### config.mk
export PLATFORM = sky130hd
export DESIGN_NAME = timer_mode_status
export DESIGN_NICKNAME = d
export VERILOG_FILES = /design/src/core/tms_pkg.sv /design/src/core/timer_mode_status.sv
export SDC_FILE = /design/constraint.sdc
export NUM_CORES = 1
export LEC_CHECK = 0
export ABC_AREA = 1
export BUFFER_PORTS_ARGS = -buffer_cell sky130_fd_sc_hd__buf_2
export CORE_MARGIN = 4
export CORE_UTILIZATION = 48
export DETAILED_ROUTE_END_ITERATION = 16
export PLACE_DENSITY = 0.81
export SLEW_MARGIN = 10
export SYNTH_ARGS = -nofsm -noshare
export SYNTH_HDL_FRONTEND = slang
export SYNTH_SLANG_ARGS = --single-unit
### constraint.sdc
create_clock -name clk_in -period 1.59 [get_ports clk_in]
set_input_delay 0.318 -clock clk_in [delete_from_list [all_inputs] [get_ports clk_in]]
set_output_delay 0.318 -clock clk_in [all_outputs]
set_load 0.02 [all_outputs]
### src/core/tms_pkg.sv
// package for the timer mode and status block
// assumes one 100 MHz clock shared with the counter logic
package tms_pkg;
  // ==========================================
  // sizes and register map
  localparam int N_CH = 3;                 // channel count
  localparam logic [2:0] IDX_MODE = 3'h0;  // timer_mode_select
  localparam logic [2:0] IDX_STA  = 3'h1;  // match_a_status
  localparam logic [2:0] IDX_STB  = 3'h2;  // match_b_status
  localparam logic [2:0] IDX_WRP  = 3'h3;  // wrap_status
  // ==========================================
  // field positions
  localparam int QUAD_BIT = 6;   // quad_count_mode_bit
  localparam int WRAP_CONDITION_BIT_BIT = 5;   // wrap_condition_bit
  localparam int PWM_LSB  = 0;   // pulse-width bits 2..0
  localparam int EN_LSB   = 4;   // irq enables 6..4
  localparam int FLG_LSB  = 0;   // flags 2..0
  // ==========================================
  // reset values, reserved bits read as one
  localparam logic [7:0] MODE_RSVD = 8'h98;
  localparam logic [7:0] STAT_RSVD = 8'h88;
  // ==========================================
  // carriers
  typedef struct packed {
    logic [2:0] match_a;  // compare equal or capture into a
    logic [2:0] match_b;  // compare equal or capture into b
    logic [2:0] ovf;      // counter ffff to 0000
    logic       udf2;     // channel 2 counter 0000 to ffff
  } chan_evt_t;
  typedef struct packed {
    logic [2:0] o;   // pin level
    logic [2:0] oe;  // pin drive enable
  } io_t;
  typedef struct packed {
    logic [2:0] a;   // match a requests
    logic [2:0] b;   // match b requests
    logic [2:0] w;   // wrap requests
  } irq_t;
  typedef struct packed {
    logic quad;      // channel 2 in quadrature mode
    logic cnt_en;    // one-cycle count strobe
    logic cnt_down;  // direction of that strobe
  } ch2_ctl_t;
  typedef struct packed {
    logic [2:0] pwm;    // pulse-width mode per channel
    logic       quad;   // quadrature counting
    logic       wrap_condition_bit;   // wrap on overflow only
    logic [2:0] en_a;   // match a enables
    logic [2:0] en_b;   // match b enables
    logic [2:0] en_w;   // wrap enables
    logic [2:0] fl_a;   // match a flags
    logic [2:0] fl_b;   // match b flags
    logic [2:0] fl_w;   // wrap flags
    logic [2:0] arm_a;  // flags read as one
    logic [2:0] arm_b;
    logic [2:0] arm_w;
    logic       wreq;   // avalon waitrequest
    logic [7:0] rdata;  // read data byte
    logic [1:0] sy_a;   // phase a synchroniser
    logic [1:0] sy_b;   // phase b synchroniser
    logic       pa;     // previous phase a
    logic       pb;     // previous phase b
    logic [2:0] lvl;    // pwm levels
    ch2_ctl_t   ch2;
    io_t        pin;
    irq_t       irq;
  } state_t;
endpackage

### src/core/timer_mode_status.sv
// mode select and interrupt status for a three channel 16-bit timer
// assumes counters, compares and prescaler sit next to it on clk_in
// and an avalon-mm master on the same clock
//
// Operation
// - quad bit makes ch2 updown from pins
// - one count per edge of either phase
// - quad mode ignores ch2 edge and source
// - clear, compare and flags stay active
// - wrap bit picks overflow only or both
// - reserved bits ignore writes, read one
// - pwm pin sets on a, clears on b
// - match a flag on compare or capture
// - a enables 6..4, flags 2..0, and-ed
// - dma start clears its match a flag
// - flags take only zero writes
// - match b flag on compare or capture
// - b enables 6..4, flags 2..0, and-ed
// - wrap enables 6..4 request with flag
// - status registers start at 88 hex
// - mode fields read zero after reset, reserved bits one
// - ch2 underflow flags only in quad mode
// - mode register starts at 98 hex
// - pwm mode ignores compare output select
//
// Chosen here: the placing of the registers and the Avalon-MM slave port.
`timescale 1ns/100ps
module timer_mode_status (
  input  wire logic                clk_in,
  input  wire logic                rst_in,
  input  wire logic                standby_in,
  input  wire logic [2:0]          av_address_in,
  input  wire logic                av_read_in,
  input  wire logic                av_write_in,
  input  wire logic [31:0]         av_writedata_in,
  input  wire logic [3:0]          av_byteenable_in,
  output logic [31:0]              av_readdata_out,
  output logic                     av_waitrequest_out,
  input  wire logic                ext_clk_a_pin_in,
  input  wire logic                ext_clk_b_pin_in,
  input  wire logic                ch2_norm_tick_in,
  input  wire tms_pkg::chan_evt_t  evt_in,
  input  wire logic [2:0]          dma_start_a_in,
  input  wire tms_pkg::io_t        cmp_io_in,
  output tms_pkg::io_t             chan_a_pin_out,
  output tms_pkg::irq_t            irq_out,
  output tms_pkg::ch2_ctl_t        ch2_out
);
  import tms_pkg::*;

  // ==========================================
  // elaboration check
  // the flag and field layout fits exactly three channels
  if (N_CH != 3) begin : g_bad_ch
    $error("timer status block serves exactly three channels");
  end

  // ==========================================
  // helpers
  // new flag value: armed zero writes clear, events set
  function automatic logic [2:0] flag_next(
    input logic [2:0] fl,
    input logic [2:0] set,
    input logic [2:0] arm,
    input logic       wr,
    input logic [2:0] wd
  );
    logic [2:0] clr;
    clr = wr ? (arm & ~wd) : 3'h0;
    // set wins over a clear in the same cycle
    return (fl & ~clr) | set;
  endfunction

  // status byte layout shared by the three status registers
  function automatic logic [7:0] stat_byte(
    input logic [2:0] en,
    input logic [2:0] fl
  );
    logic [7:0] v;
    v = STAT_RSVD;
    v[EN_LSB +: 3] = en;
    v[FLG_LSB +: 3] = fl;
    return v;
  endfunction

  // quadrature step, result is {up, down}
  function automatic logic [1:0] quad_step(
    input logic pa,
    input logic pb,
    input logic a,
    input logic b
  );
    logic ar, af, br, bf, up, dn;
    ar = a & ~pa;
    af = ~a & pa;
    br = b & ~pb;
    bf = ~b & pb;
    dn = (ar & ~b) | (br & a) | (af & b) | (bf & ~a);
    up = (ar & b) | (br & ~a) | (af & ~b) | (bf & a);
    // both phases moving at once gives no direction
    if (up & dn) begin
      return 2'h0;
    end
    return {up, dn};
  endfunction

  // ==========================================
  // state
  state_t s_q;   // all registered state
  state_t s_d;   // its next value

  logic       acc;    // bus request accepted this edge
  logic       wr_acc; // accepted write with low lane
  logic [7:0] wd;     // write data byte
  logic [2:0] w2set;  // wrap set terms
  logic [1:0] step;   // quadrature step

  // ==========================================
  // next state
  always_comb begin
    s_d = s_q;
    acc = (av_read_in | av_write_in) & ~s_q.wreq;
    wr_acc = acc & av_write_in & av_byteenable_in[0];
    wd = av_writedata_in[7:0];
    w2set = 3'h0;
    step = 2'h0;

    // phase pins: two flops, then edge history
    s_d.sy_a = {s_q.sy_a[0], ext_clk_a_pin_in};
    s_d.sy_b = {s_q.sy_b[0], ext_clk_b_pin_in};
    s_d.pa = s_q.sy_a[1];
    s_d.pb = s_q.sy_b[1];

    // bus handshake: one wait cycle, then the answer
    if (s_q.wreq) begin
      if (av_read_in | av_write_in) begin
        s_d.wreq = 1'b0;
      end
    end else begin
      s_d.wreq = 1'b1;       // transfer done at this edge
    end

    // read data is fetched while waitrequest is high
    if (s_q.wreq & av_read_in) begin
      unique case (av_address_in)
        IDX_MODE: begin
          s_d.rdata = MODE_RSVD;
          s_d.rdata[QUAD_BIT] = s_q.quad;
          s_d.rdata[WRAP_CONDITION_BIT_BIT] = s_q.wrap_condition_bit;
          s_d.rdata[PWM_LSB +: 3] = s_q.pwm;
        end
        IDX_STA: begin
          s_d.rdata = stat_byte(s_q.en_a, s_q.fl_a);
          s_d.arm_a = s_q.arm_a | s_q.fl_a;
        end
        IDX_STB: begin
          s_d.rdata = stat_byte(s_q.en_b, s_q.fl_b);
          s_d.arm_b = s_q.arm_b | s_q.fl_b;
        end
        IDX_WRP: begin
          s_d.rdata = stat_byte(s_q.en_w, s_q.fl_w);
          s_d.arm_w = s_q.arm_w | s_q.fl_w;
        end
        // unmapped words read as zero
        default: begin
          s_d.rdata = 8'h00;
        end
      endcase
    end

    // mode register write, reserved bits dropped
    if (wr_acc && av_address_in == IDX_MODE) begin
      s_d.quad = wd[QUAD_BIT];
      s_d.wrap_condition_bit = wd[WRAP_CONDITION_BIT_BIT];
      s_d.pwm = wd[PWM_LSB +: 3];
    end

    // enables are plain read/write bits
    if (wr_acc && av_address_in == IDX_STA) begin
      s_d.en_a = wd[EN_LSB +: 3];
    end
    if (wr_acc && av_address_in == IDX_STB) begin
      s_d.en_b = wd[EN_LSB +: 3];
    end
    if (wr_acc && av_address_in == IDX_WRP) begin
      s_d.en_w = wd[EN_LSB +: 3];
    end

    // wrap set terms, ch2 underflow only counts in quad mode
    w2set = evt_in.ovf;
    w2set[2] = evt_in.ovf[2] |
               (evt_in.udf2 & s_q.quad & ~s_q.wrap_condition_bit);

    // flags: a read arms, a zero write clears, events set
    s_d.fl_a = flag_next(s_q.fl_a & ~dma_start_a_in,
                         evt_in.match_a, s_q.arm_a,
                         wr_acc && av_address_in == IDX_STA, wd[2:0]);
    s_d.fl_b = flag_next(s_q.fl_b, evt_in.match_b,
                         s_q.arm_b,
                         wr_acc && av_address_in == IDX_STB, wd[2:0]);
    s_d.fl_w = flag_next(s_q.fl_w, w2set, s_q.arm_w,
                         wr_acc && av_address_in == IDX_WRP, wd[2:0]);

    // a write to a status register ends its read arming
    if (acc && av_write_in && av_address_in == IDX_STA) begin
      s_d.arm_a = 3'h0;
    end
    if (acc && av_write_in && av_address_in == IDX_STB) begin
      s_d.arm_b = 3'h0;
    end
    if (acc && av_write_in && av_address_in == IDX_WRP) begin
      s_d.arm_w = 3'h0;
    end

    // channel 2 count strobe
    // in quad mode the prescaler tick is not looked at
    step = quad_step(s_q.pa, s_q.pb, s_q.sy_a[1], s_q.sy_b[1]);
    s_d.ch2.quad = s_d.quad;
    if (s_q.quad) begin
      s_d.ch2.cnt_en = step[1] | step[0];
      s_d.ch2.cnt_down = step[0];
    end else begin
      s_d.ch2.cnt_en = ch2_norm_tick_in;
      s_d.ch2.cnt_down = 1'b0;
    end

    // pwm levels: b match clears last so it wins a tie
    for (int i = 0; i < N_CH; i++) begin
      if (evt_in.match_a[i]) begin
        s_d.lvl[i] = 1'b1;
      end
      if (evt_in.match_b[i]) begin
        s_d.lvl[i] = 1'b0;
      end
      // pwm pin drives always; else the compare output path
      if (s_d.pwm[i]) begin
        s_d.pin.o[i] = s_d.lvl[i];
        s_d.pin.oe[i] = 1'b1;
      end else begin
        s_d.pin.o[i] = cmp_io_in.o[i];
        s_d.pin.oe[i] = cmp_io_in.oe[i];
      end
    end

    // requests follow the next flags, no extra delay
    s_d.irq.a = s_d.fl_a & s_d.en_a;
    s_d.irq.b = s_d.fl_b & s_d.en_b;
    s_d.irq.w = s_d.fl_w & s_d.en_w;

    // reset and standby give the documented initial state
    if (rst_in | standby_in) begin
      s_d = '0;
      s_d.wreq = 1'b1;
      // keep sampling pins so no false edge after release
      s_d.sy_a = {s_q.sy_a[0], ext_clk_a_pin_in};
      s_d.sy_b = {s_q.sy_b[0], ext_clk_b_pin_in};
      s_d.pa = s_q.sy_a[1];
      s_d.pb = s_q.sy_b[1];
    end
  end

  // ==========================================
  // state register
  always_ff @(posedge clk_in) begin
    s_q <= s_d;
  end

  // ==========================================
  // outputs, all straight from flops
  assign av_readdata_out = {24'h000000, s_q.rdata};
  assign av_waitrequest_out = s_q.wreq;
  assign chan_a_pin_out = s_q.pin;
  assign irq_out = s_q.irq;
  assign ch2_out = s_q.ch2;

  logic quiet;  // no bus answer or channel 0 dma start
  assign quiet = s_q.wreq & ~dma_start_a_in[0];
endmodule

[After elaboration in Yosys (flattened, before gate mapping)]
Cells that the tools add are included.
W data, S select, Z words.
Word-level totals
  register bits: 67
  bits of input ports: 66
Operators by class
  equality and inequality tests: 3
  mux-type cells: 25
  bitwise gates (word level): 57
  reductions and logical operators: 17
Operator list (number)
  $pmux W8 S4: 1
  $and A3 B3 Y3: 10
  $and A1 B1 Y1: 19
  $mux W3: 6
  $or A3 B3 Y3: 6
  $not A3 Y3: 5
  $mux W1: 14
  $or A1 B1 Y1: 10
  $reduce_or A2 Y1: 5
  $logic_and A1 B1 Y1: 8
  $not A1 Y1: 7
  $eq A3 B2 Y1 const B: 2
  $mux W2: 3
  $reduce_and A2 Y1: 3
  $mux W5: 1
  $eq A3 B1 Y1 const B: 1
  $logic_not A3 Y1: 1

[Longest topological paths before layout]
Gate-level depths: netlist of run 1.
  depth in word-level cells: 11
  depth in mapped cells: 8

[Least setup slack after synthesis of run 1]
No wires, ideal clock.
  kind: reg-to-reg
  start: reg s_q[26] in the netlist's numbering
  end: reg s_q (netlist bit ch2_out[1])
  library setup time: 70 ps
  arrival: 1227 ps
  setup slack: 293 ps
  stages on the path, launching flop included: 6
  path through: dfxtp_1 nand2_1 or2_2 a31oi_1 ha_1 a21oi_1
On the way
  longest elaborated chain between the ends: 10
RTL lines
  from (decl): RTL line timer_mode_status.sv:109  | state_t s_q;
  from (signal assigned): RTL line timer_mode_status.sv:265  | s_q <= s_d;
  $and A1 B1 Y1 or $not A1 Y1 (tied branches)
  $and A1 B1 Y1 (on tied branches): RTL line timer_mode_status.sv:99, timer_mode_status.sv:95, timer_mode_status.sv:98
  $or A1 B1 Y1 (tied with other cells): RTL line timer_mode_status.sv:99  | up = (ar & b) | (br & ~a) | (af & ~b) | (bf & a);
  $or A1 B1 Y1 (on tied branches) (2 in a row): RTL line timer_mode_status.sv:99, timer_mode_status.sv:98
  $and A1 B1 Y1: RTL line timer_mode_status.sv:101  | if (up & dn) begin
  $mux W1: RTL line timer_mode_status.sv:101
  $mux W2 *: RTL line timer_mode_status.sv:104  | return {up, dn};
  $or A1 B1 Y1 *: RTL line timer_mode_status.sv:220  | s_d.ch2.cnt_en = step[1] | step[0];
  $mux W2 *: RTL line timer_mode_status.sv:219  | if (s_q.quad) begin
Every way passes the cells marked *; elsewhere a longest branch is shown, timed or not.
A chain may end at the register's enable or synchronous reset.

[Worst setup path in the final report of run 1]
  start: reg s_q (netlist bit av_waitrequest_out)
  end: reg s_q[48] in the netlist's numbering
On the way
  longest elaborated chain between the ends: 9
RTL lines
  $not A1 Y1 (no source line)
  $and A1 B1 Y1: RTL line timer_mode_status.sv:122  | acc = (av_read_in | av_write_in) & ~s_q.wreq;
  $and A1 B1 Y1 (2 in a row): RTL line timer_mode_status.sv:123  | wr_acc = acc & av_write_in & av_byteenable_in[0];
  $logic_and A1 B1 Y1: RTL line timer_mode_status.sv:200  | wr_acc && av_address_in == IDX_STB, wd[2:0]);
  $mux W3: RTL line timer_mode_status.sv:69  | clr = wr ? (arm & ~wd) : 3'h0;
  $not A3 Y3: RTL line timer_mode_status.sv:71  | return (fl & ~clr) | set;
  $and A3 B3 Y3: RTL line timer_mode_status.sv:71
  $or A3 B3 Y3: RTL line timer_mode_status.sv:71
No other way between the ends.

==> results by group, run 1 <==
Outcome
  • Status: finished, final reports clean

STA
  • Final setup TNS: 0 ns
  • Worst Skew: 0.00550 ns
  • Slew Viols, Final: 0
  • Crit path time final: roughly 1.4 ns
  • Fin. Hold Viols: 0
  • Unrepaired setup endpoints after global routing: no
  • Final setup violation count: 0
  • Tightest Pin Transition: roughly 0.62 ns
  • Slew HR: 0.583
  • Final worst path period share: 0.895
  • Fmax: between 700 and 800 MHz

Yosys
  • Top post-synthesis cells by area: dfxtp_1 46%, buf_4 13%, nor2_1 7.1%
  • Synth top area share: 0.456
  • Synthesized area per cell: between 7 and 8 um^2
  • Synth cell types: 23
  • YS warnings: 0
  • Synthesized cell area: between 0.002 and 0.003 mm^2
  • Flops & latches, synth: 66
  • Top cell type by total area after synthesis: dfxtp_1
  • Sequential area share after synthesis: 0.456
  • Syn Inst Count: about 380

Drt
  • # DRC: 0
  • Routed wire length: between 6000 and 7000 um
  • Routed len/inst: approximately 13 um
  • DRT antenna net count: 0
  • Vias: ~2500
  • DR pass1 iterations: 4
  • Drt via density: 4.84
  • DR iter-0 viols: about 160

Clocking
  • CTS buffer count: 9
  • CTS clk-pin slew, worst paths: 0.07 ns
  • CTS resizes: 0
  • CTS tree: yes
  • CTS root buffer: clkbuf_8
  • Sink Count: 66
  • CTS Hold Bufs: 0
  • Clk_lat worst skew: between 0.3 and 0.4 ns
  • CTS H-tree depth: 3
  • Clock Path Buffers: 2
  • Post-CTS Setup Bufs: 0

Worst setup path
  • WP buf/inv: 1
  • Startpoint types: flop
  • Reg-to-reg slack, setup: roughly 0.17 ns
  • Cell count along the critical path: 6
  • Arrival @ worst endpoint: 1.63 ns
  • Worst Reg-to-Reg Cells: 6
  • Worst EP required: around 1.8 ns
  • Critical Path End Type: flop
  • Critical path launch point: av_waitrequest_out$_SDFF_PP1_
  • Crit Path Max Fanout: 9
  • R2r endpoint: s_q[48]$_SDFF_PP0_
  • CP Class: reg -> reg
  • Crit-path max cell delay: ~0.33 ns
  • Slowest cell on crit path: dfxtp_1
  • CP cell instances: inv_1, nand3_2, nor2_4, nand3_1, a21oi_1, nor2_1
  • CP delay by family, top: simple AND/OR/NAND/NOR gates
  • Worst R2R Start: av_waitrequest_out$_SDFF_PP1_
  • Worst setup path endpoint: s_q[48]$_SDFF_PP0_

Cells and area
  • Filler cells: slightly below 600
  • Area occupied by multi-input gates: 0.00112 mm^2
  • Sequential standard cell area: about 0.0013 mm^2
  • Final nets: between 400 and 500
  • P&R area growth vs syn: 13.4%
  • Share of layout cells above drive strength 1: 0.225
  • ANT cells: 0

Placed design
  • I/O Buffers: 63
  • Routability Congestion: 0.882
  • Dpl hpwl: roughly 5000 um

Floorplanning
  • Die W: around 86 um
  • # rows: 28
  • Die Footprint: 0.00734 mm^2
  • Die height: between 80 and 90 um
  • Initial core utilization: 0.492
  • Placeable Area: 0.00589 mm^2
  • Ports: 117

Global routing
  • Global Route Usage Sum: 0.187
  • Grt total ovfl: 0
  • Initial antenna violation count: 0
  • First-pass GRT wire length: 10600 um
  • Vias in the first global route: roughly 2300
  • Largest net degree at the start of global routing: 19

Power and ir drop
  • Tot Pwr: 0.00351 W
  • P_leak: 1.53 nW
  • Peak supply drop: 684 uV
  • P per Cell Area: around 1100 mW/mm^2

Worst hold path
  • Hold depth: 1
  • Hold Crit Class: in -> reg

Run
  • Number of max-cap violations: 0
==> synth_stat cells, drive strengths merged <==
| cell | instances |
|---|---|
| a21oi | 32 |
| a31oi | 1 |
| buf | 53 |
| clkbuf | 7 |
| conb | 1 |
| dfxtp | 66 |
| ha | 1 |
| inv | 37 |
| nand2 | 54 |
| nand3 | 26 |
| nand4 | 12 |
| nor2 | 61 |
| o211ai | 2 |
| o21ai | 24 |
| o21bai | 4 |
| or2 | 1 |
==> state kept, by name (all words and copies together), names as in the netlist <==
signal / flops
av_readdata_out: 7
s_q: 40
av_waitrequest_out: 1
ch2_out: 3
irq_out: 9
chan_a_pin_out: 6
==> per-layer routing <==
layer	part of all wire	vias to the layer above	GRT usage
met2	0.45	108	0.294
met4	0.023	0	0.106
met3	0.086	13	0.0509
met5	0	-	0
li1	-	1256	-
met1	0.44	1093	0.232
==> through the flow <==
stage               hold slack, ns  std cells  cell area (um^2)   util  worst slack, ns
finish                      0.0733        510              3290  0.558            0.167
global route                0.0543        510              3290  0.558         0.000744
CTS                         0.0580        510              3280  0.557            0.142
detailed placement           0.317        494              3060  0.520           0.0598
global placement             0.310        494              3060  0.520            0.107
floorplan                    0.310        405              2980      -            0.293
==> cells by family after synthesis <==
logic type,count (synthesis),share of synthesized area
buffers and inverters,97,0.191
flip-flops,66,0.456
AND/OR/NAND/NOR,154,0.232
AO/OA/AOI/OAI,63,0.114
adder cells (fa/ha/maj),1,0.00432
other,1,0.00129
==> layout by cell type (no fill, tap or decap), drive strengths merged <==
cell / n
inv: 37
o211ai: 2
buf: 74
o21bai: 4
ha: 1
nand4: 12
o21ai: 24
nand2: 54
clkbuf: 15
dfxtp: 66
a21oi: 32
conb: 24
bufinv: 1
a31oi: 1
nor2: 61
nand3: 26
or2: 1
==> area by class of cell <==
| cell class | instances | share of cell area |
|---|---|---|
| Clock buffer | 15 | 0.0567 |
| Clock inverter | 1 | 0.00914 |
| Inverter | 37 | 0.0423 |
| Multi-Input combinational cell | 242 | 0.340 |
| Sequential cell | 66 | 0.402 |
| Tap cell | 75 | 0.0286 |
| Timing Repair Buffer | 74 | 0.121 |
==> power by group <==
part	total [W]	internal (W)	switching [W]
Combinational	0.000301	0.0000926	0.000208
Sequential	0.00171	0.00169	0.0000205
Clock	0.00150	0.000898	0.000601
Total	0.00351	0.00268	0.000829
==> worst min path at each step <==
stage | start | to | slack, ns
2_1_floorplan | s_q[23]$_DFF_P_ | s_q[24]$_DFF_P_ | 0.31
3_3_place_gp | s_q[23]$_DFF_P_ | s_q[24]$_DFF_P_ | 0.31
3_5_place_dp | s_q[23]$_DFF_P_ | s_q[24]$_DFF_P_ | 0.32
4_1_cts | ext_clk_b_pin_in | s_q[23]$_DFF_P_ | 0.06
5_1_grt | ext_clk_b_pin_in | s_q[23]$_DFF_P_ | 0.05
6_report | ext_clk_b_pin_in | s_q[23]$_DFF_P_ | 0.07
No activity file was read; power rests on OpenSTA's default activity.
==> run 2, diff against run 1 <==
Settings changed: CTS_CLUSTER_SIZE set to 8, HOLD_SLACK_MARGIN set to 0.12.
==> run 2 against run 1 <==
  * Sequential power about the same
  * Cell count up 0.39%
  * Setup slack got worse by 0.011 ns
  * Combinational power about the same
  * Clock power about the same
  * Maximum frequency down 0.74%
  * Critical path depth unchanged
  * First-iteration DRC count rose by 5.1%
  * Worst hold slack better by 0.099 ns
  * Flip-flop and latch count is the same
  * Cell area rose by 0.61%
  * Die area is the same
==> results by group, run 2 (synthesis results as in run 1) <==
Outcome
  • Status: finished, final reports clean

Cells and area
  • Sequential standard cell area: approximately 0.0013 mm^2
  • P&R area growth vs syn: 14.1%
  • Cell area after layout: 0.00331 mm^2
  • Final nets: 499
  • Post-layout util: 0.562
  • Commonest non-fill, non-tap cell in the layout: dfxtp_1
  • Area occupied by multi-input gates: 0.00112 mm^2
  • Filler cells: about 580
  • Reg with most FFs: s_q
  • Commonest non-fill, non-tap cells in the layout: 66 x dfxtp_1, 63 x buf_2, 55 x nor2_1
  • ANT cells: 0
  • Share of layout cells above drive strength 1: 0.224
  • Max reg flops: 40

Floorplanning
  • Die W: around 86 um
  • Placeable Area: about 0.0059 mm^2
  • Die Footprint: approximately 0.0073 mm^2
  • Ports: ~120
  • # rows: 28
  • Die height: ~86 um
  • Initial core utilization: 0.492

Power and ir drop
  • Sw Share: 0.236
  • P_leak: ~1.5 nW
  • Internal: 0.00268 W
  • Gate power share: 0.087
  • Clock power frac: 0.426
  • Reg power frac: 0.487
  • Switch Pwr: between 0.0008 and 0.0009 W
  • P per Cell Area: 1060 mW/mm^2
  • Peak supply drop: between 600 and 700 uV

Worst setup path
  • CP cell instances: inv_1, nand3_2, nor2_4, nand3_1, a21oi_1, nor2_1
  • Worst EP required: roughly 1.8 ns
  • Reg-to-reg slack, setup: between 0.15 and 0.2 ns
  • Slowest cell on crit path: dfxtp_1
  • Critical Path End Type: flop
  • CP Class: reg -> reg
  • Startpoint types: flop
  • Arrival @ worst endpoint: approximately 1.6 ns
  • Worst Reg-to-Reg Cells: 6
  • Crit Path Max Fanout: 9
  • Crit-path max cell delay: ~0.33 ns

Placed design
  • Place WS: about 0.060 ns
  • Placed Area: between 0.003 and 0.004 mm^2
  • Routability Congestion: 0.882
  • Dpl hpwl: ~5000 um
  • I/O Buffers: between 60 and 70

Global routing
  • Global Route Usage Sum: 0.188
  • Largest net degree at the start of global routing: 19
  • First-pass GRT wire length: ~11000 um
  • Grt total ovfl: 0
  • Vias in the first global route: about 2300
  • Initial antenna violation count: 0

STA
  • Slew HR: 0.587
  • Tightest Pin Transition: roughly 0.62 ns
  • Final setup violation count: 0
  • Crit path time final: 1.43 ns
  • Slew Viols, Final: 0
  • Final worst path period share: 0.902
  • Fin. Hold Viols: 0
  • Setup ws final: between 0.15 and 0.2 ns
  • Worst Skew: roughly 0.0058 ns
  • Final setup TNS: 0 ns
  • Unrepaired setup endpoints after global routing: no
  • Fmax: approximately 700 MHz

Clocking
  • CTS clk-pin slew, worst paths: approximately 0.070 ns
  • CTS H-tree depth: 3
  • Clk_lat worst skew: between 0.3 and 0.4 ns
  • CTS root buffer: clkbuf_8
  • Post-CTS Setup Bufs: 0
  • CTS buffer count: 9
  • Sink Count: 66
  • Clock Path Buffers: 2
  • CTS tree: yes

Run
  • Number of max-cap violations: 0

Drt
  • DR iter-0 viols: around 170
  • Routed len/inst: between 10 and 15 um
  • Drt via density: 4.84
  • DR pass1 iterations: 4
  • DRT antenna net count: 0
  • Vias: approximately 2500
  • # DRC: 0
  • Routed wire length: 6620 um

Worst hold path
  • Hold depth: 3
  • Hold Crit Class: in -> reg
## run 2: worst paths after layout
| kind | startpoint | to |
|---|---|---|
| setup / recovery | av_waitrequest_out$_SDFF_PP1_ | s_q[48]$_SDFF_PP0_ |
| hold / removal | cmp_io_in[0] | chan_a_pin_out[0]$_SDFF_PP0_ |
| setup reg to reg | av_waitrequest_out$_SDFF_PP1_ | s_q[48]$_SDFF_PP0_ |
| hold reg to reg | s_q[23]$_DFF_P_ | s_q[24]$_DFF_P_ |
## run 2: area by class of cell
| cell class | instances | area share |
|---|---|---|
| Clock buffer | 15 | 0.0564 |
| Clock inverter | 1 | 0.00908 |
| Inverter | 37 | 0.0420 |
| Multi-Input combinational cell | 242 | 0.338 |
| Sequential cell | 66 | 0.400 |
| Tap cell | 75 | 0.0284 |
| Timing Repair Buffer | 76 | 0.126 |
## run 2: power by group through the flow
stage | registers [W] | logic [W] | clock network, W
after detailed placement | 0.00174 | 0.000294 | 0
after global routing | 0.00171 | 0.000335 | 0.00161
after global placement | 0.00174 | 0.000289 | 0
final | 0.00171 | 0.000304 | 0.00150
after floorplan | 0.00174 | 0.000237 | 0
after CTS | 0.00171 | 0.000300 | 0.00153
## run 2: stage by stage
step | hold WS (ns) | power (W) | std cells
global placement | 0.310 | 0.00203 | 494
finish | 0.172 | 0.00351 | 512
global route | 0.159 | 0.00365 | 512
detailed placement | 0.317 | 0.00204 | 494
CTS | 0.161 | 0.00353 | 512
floorplan | 0.310 | 0.00198 | 405
## run 2: what timing repair did
action | in CTS | in global routing
endpoints found under the setup margin | 0 | 6
hold endpoints to repair | 2 | 0
resized for setup | 0 | 2
hold buffers | 2 | 0
## run 2: worst max-delay path, delay by kind of cell (launching register included)
kind / cells / cell delay (ns)
flip-flops: 1 / 0.33
buffers and inverters: 1 / 0.09
AND/OR/NAND/NOR: 4 / 0.68
AO/OA/AOI/OAI: 1 / 0.20
## run 2: layer usage
| metal | global-route usage | vias to the layer above | share of wire |
|---|---|---|---|
| li1 | - | 1259 | - |
| met1 | 0.233 | 1102 | 0.44 |
| met2 | 0.294 | 103 | 0.46 |
| met3 | 0.0509 | 13 | 0.079 |
| met4 | 0.106 | 0 | 0.023 |
| met5 | 0 | - | 0 |
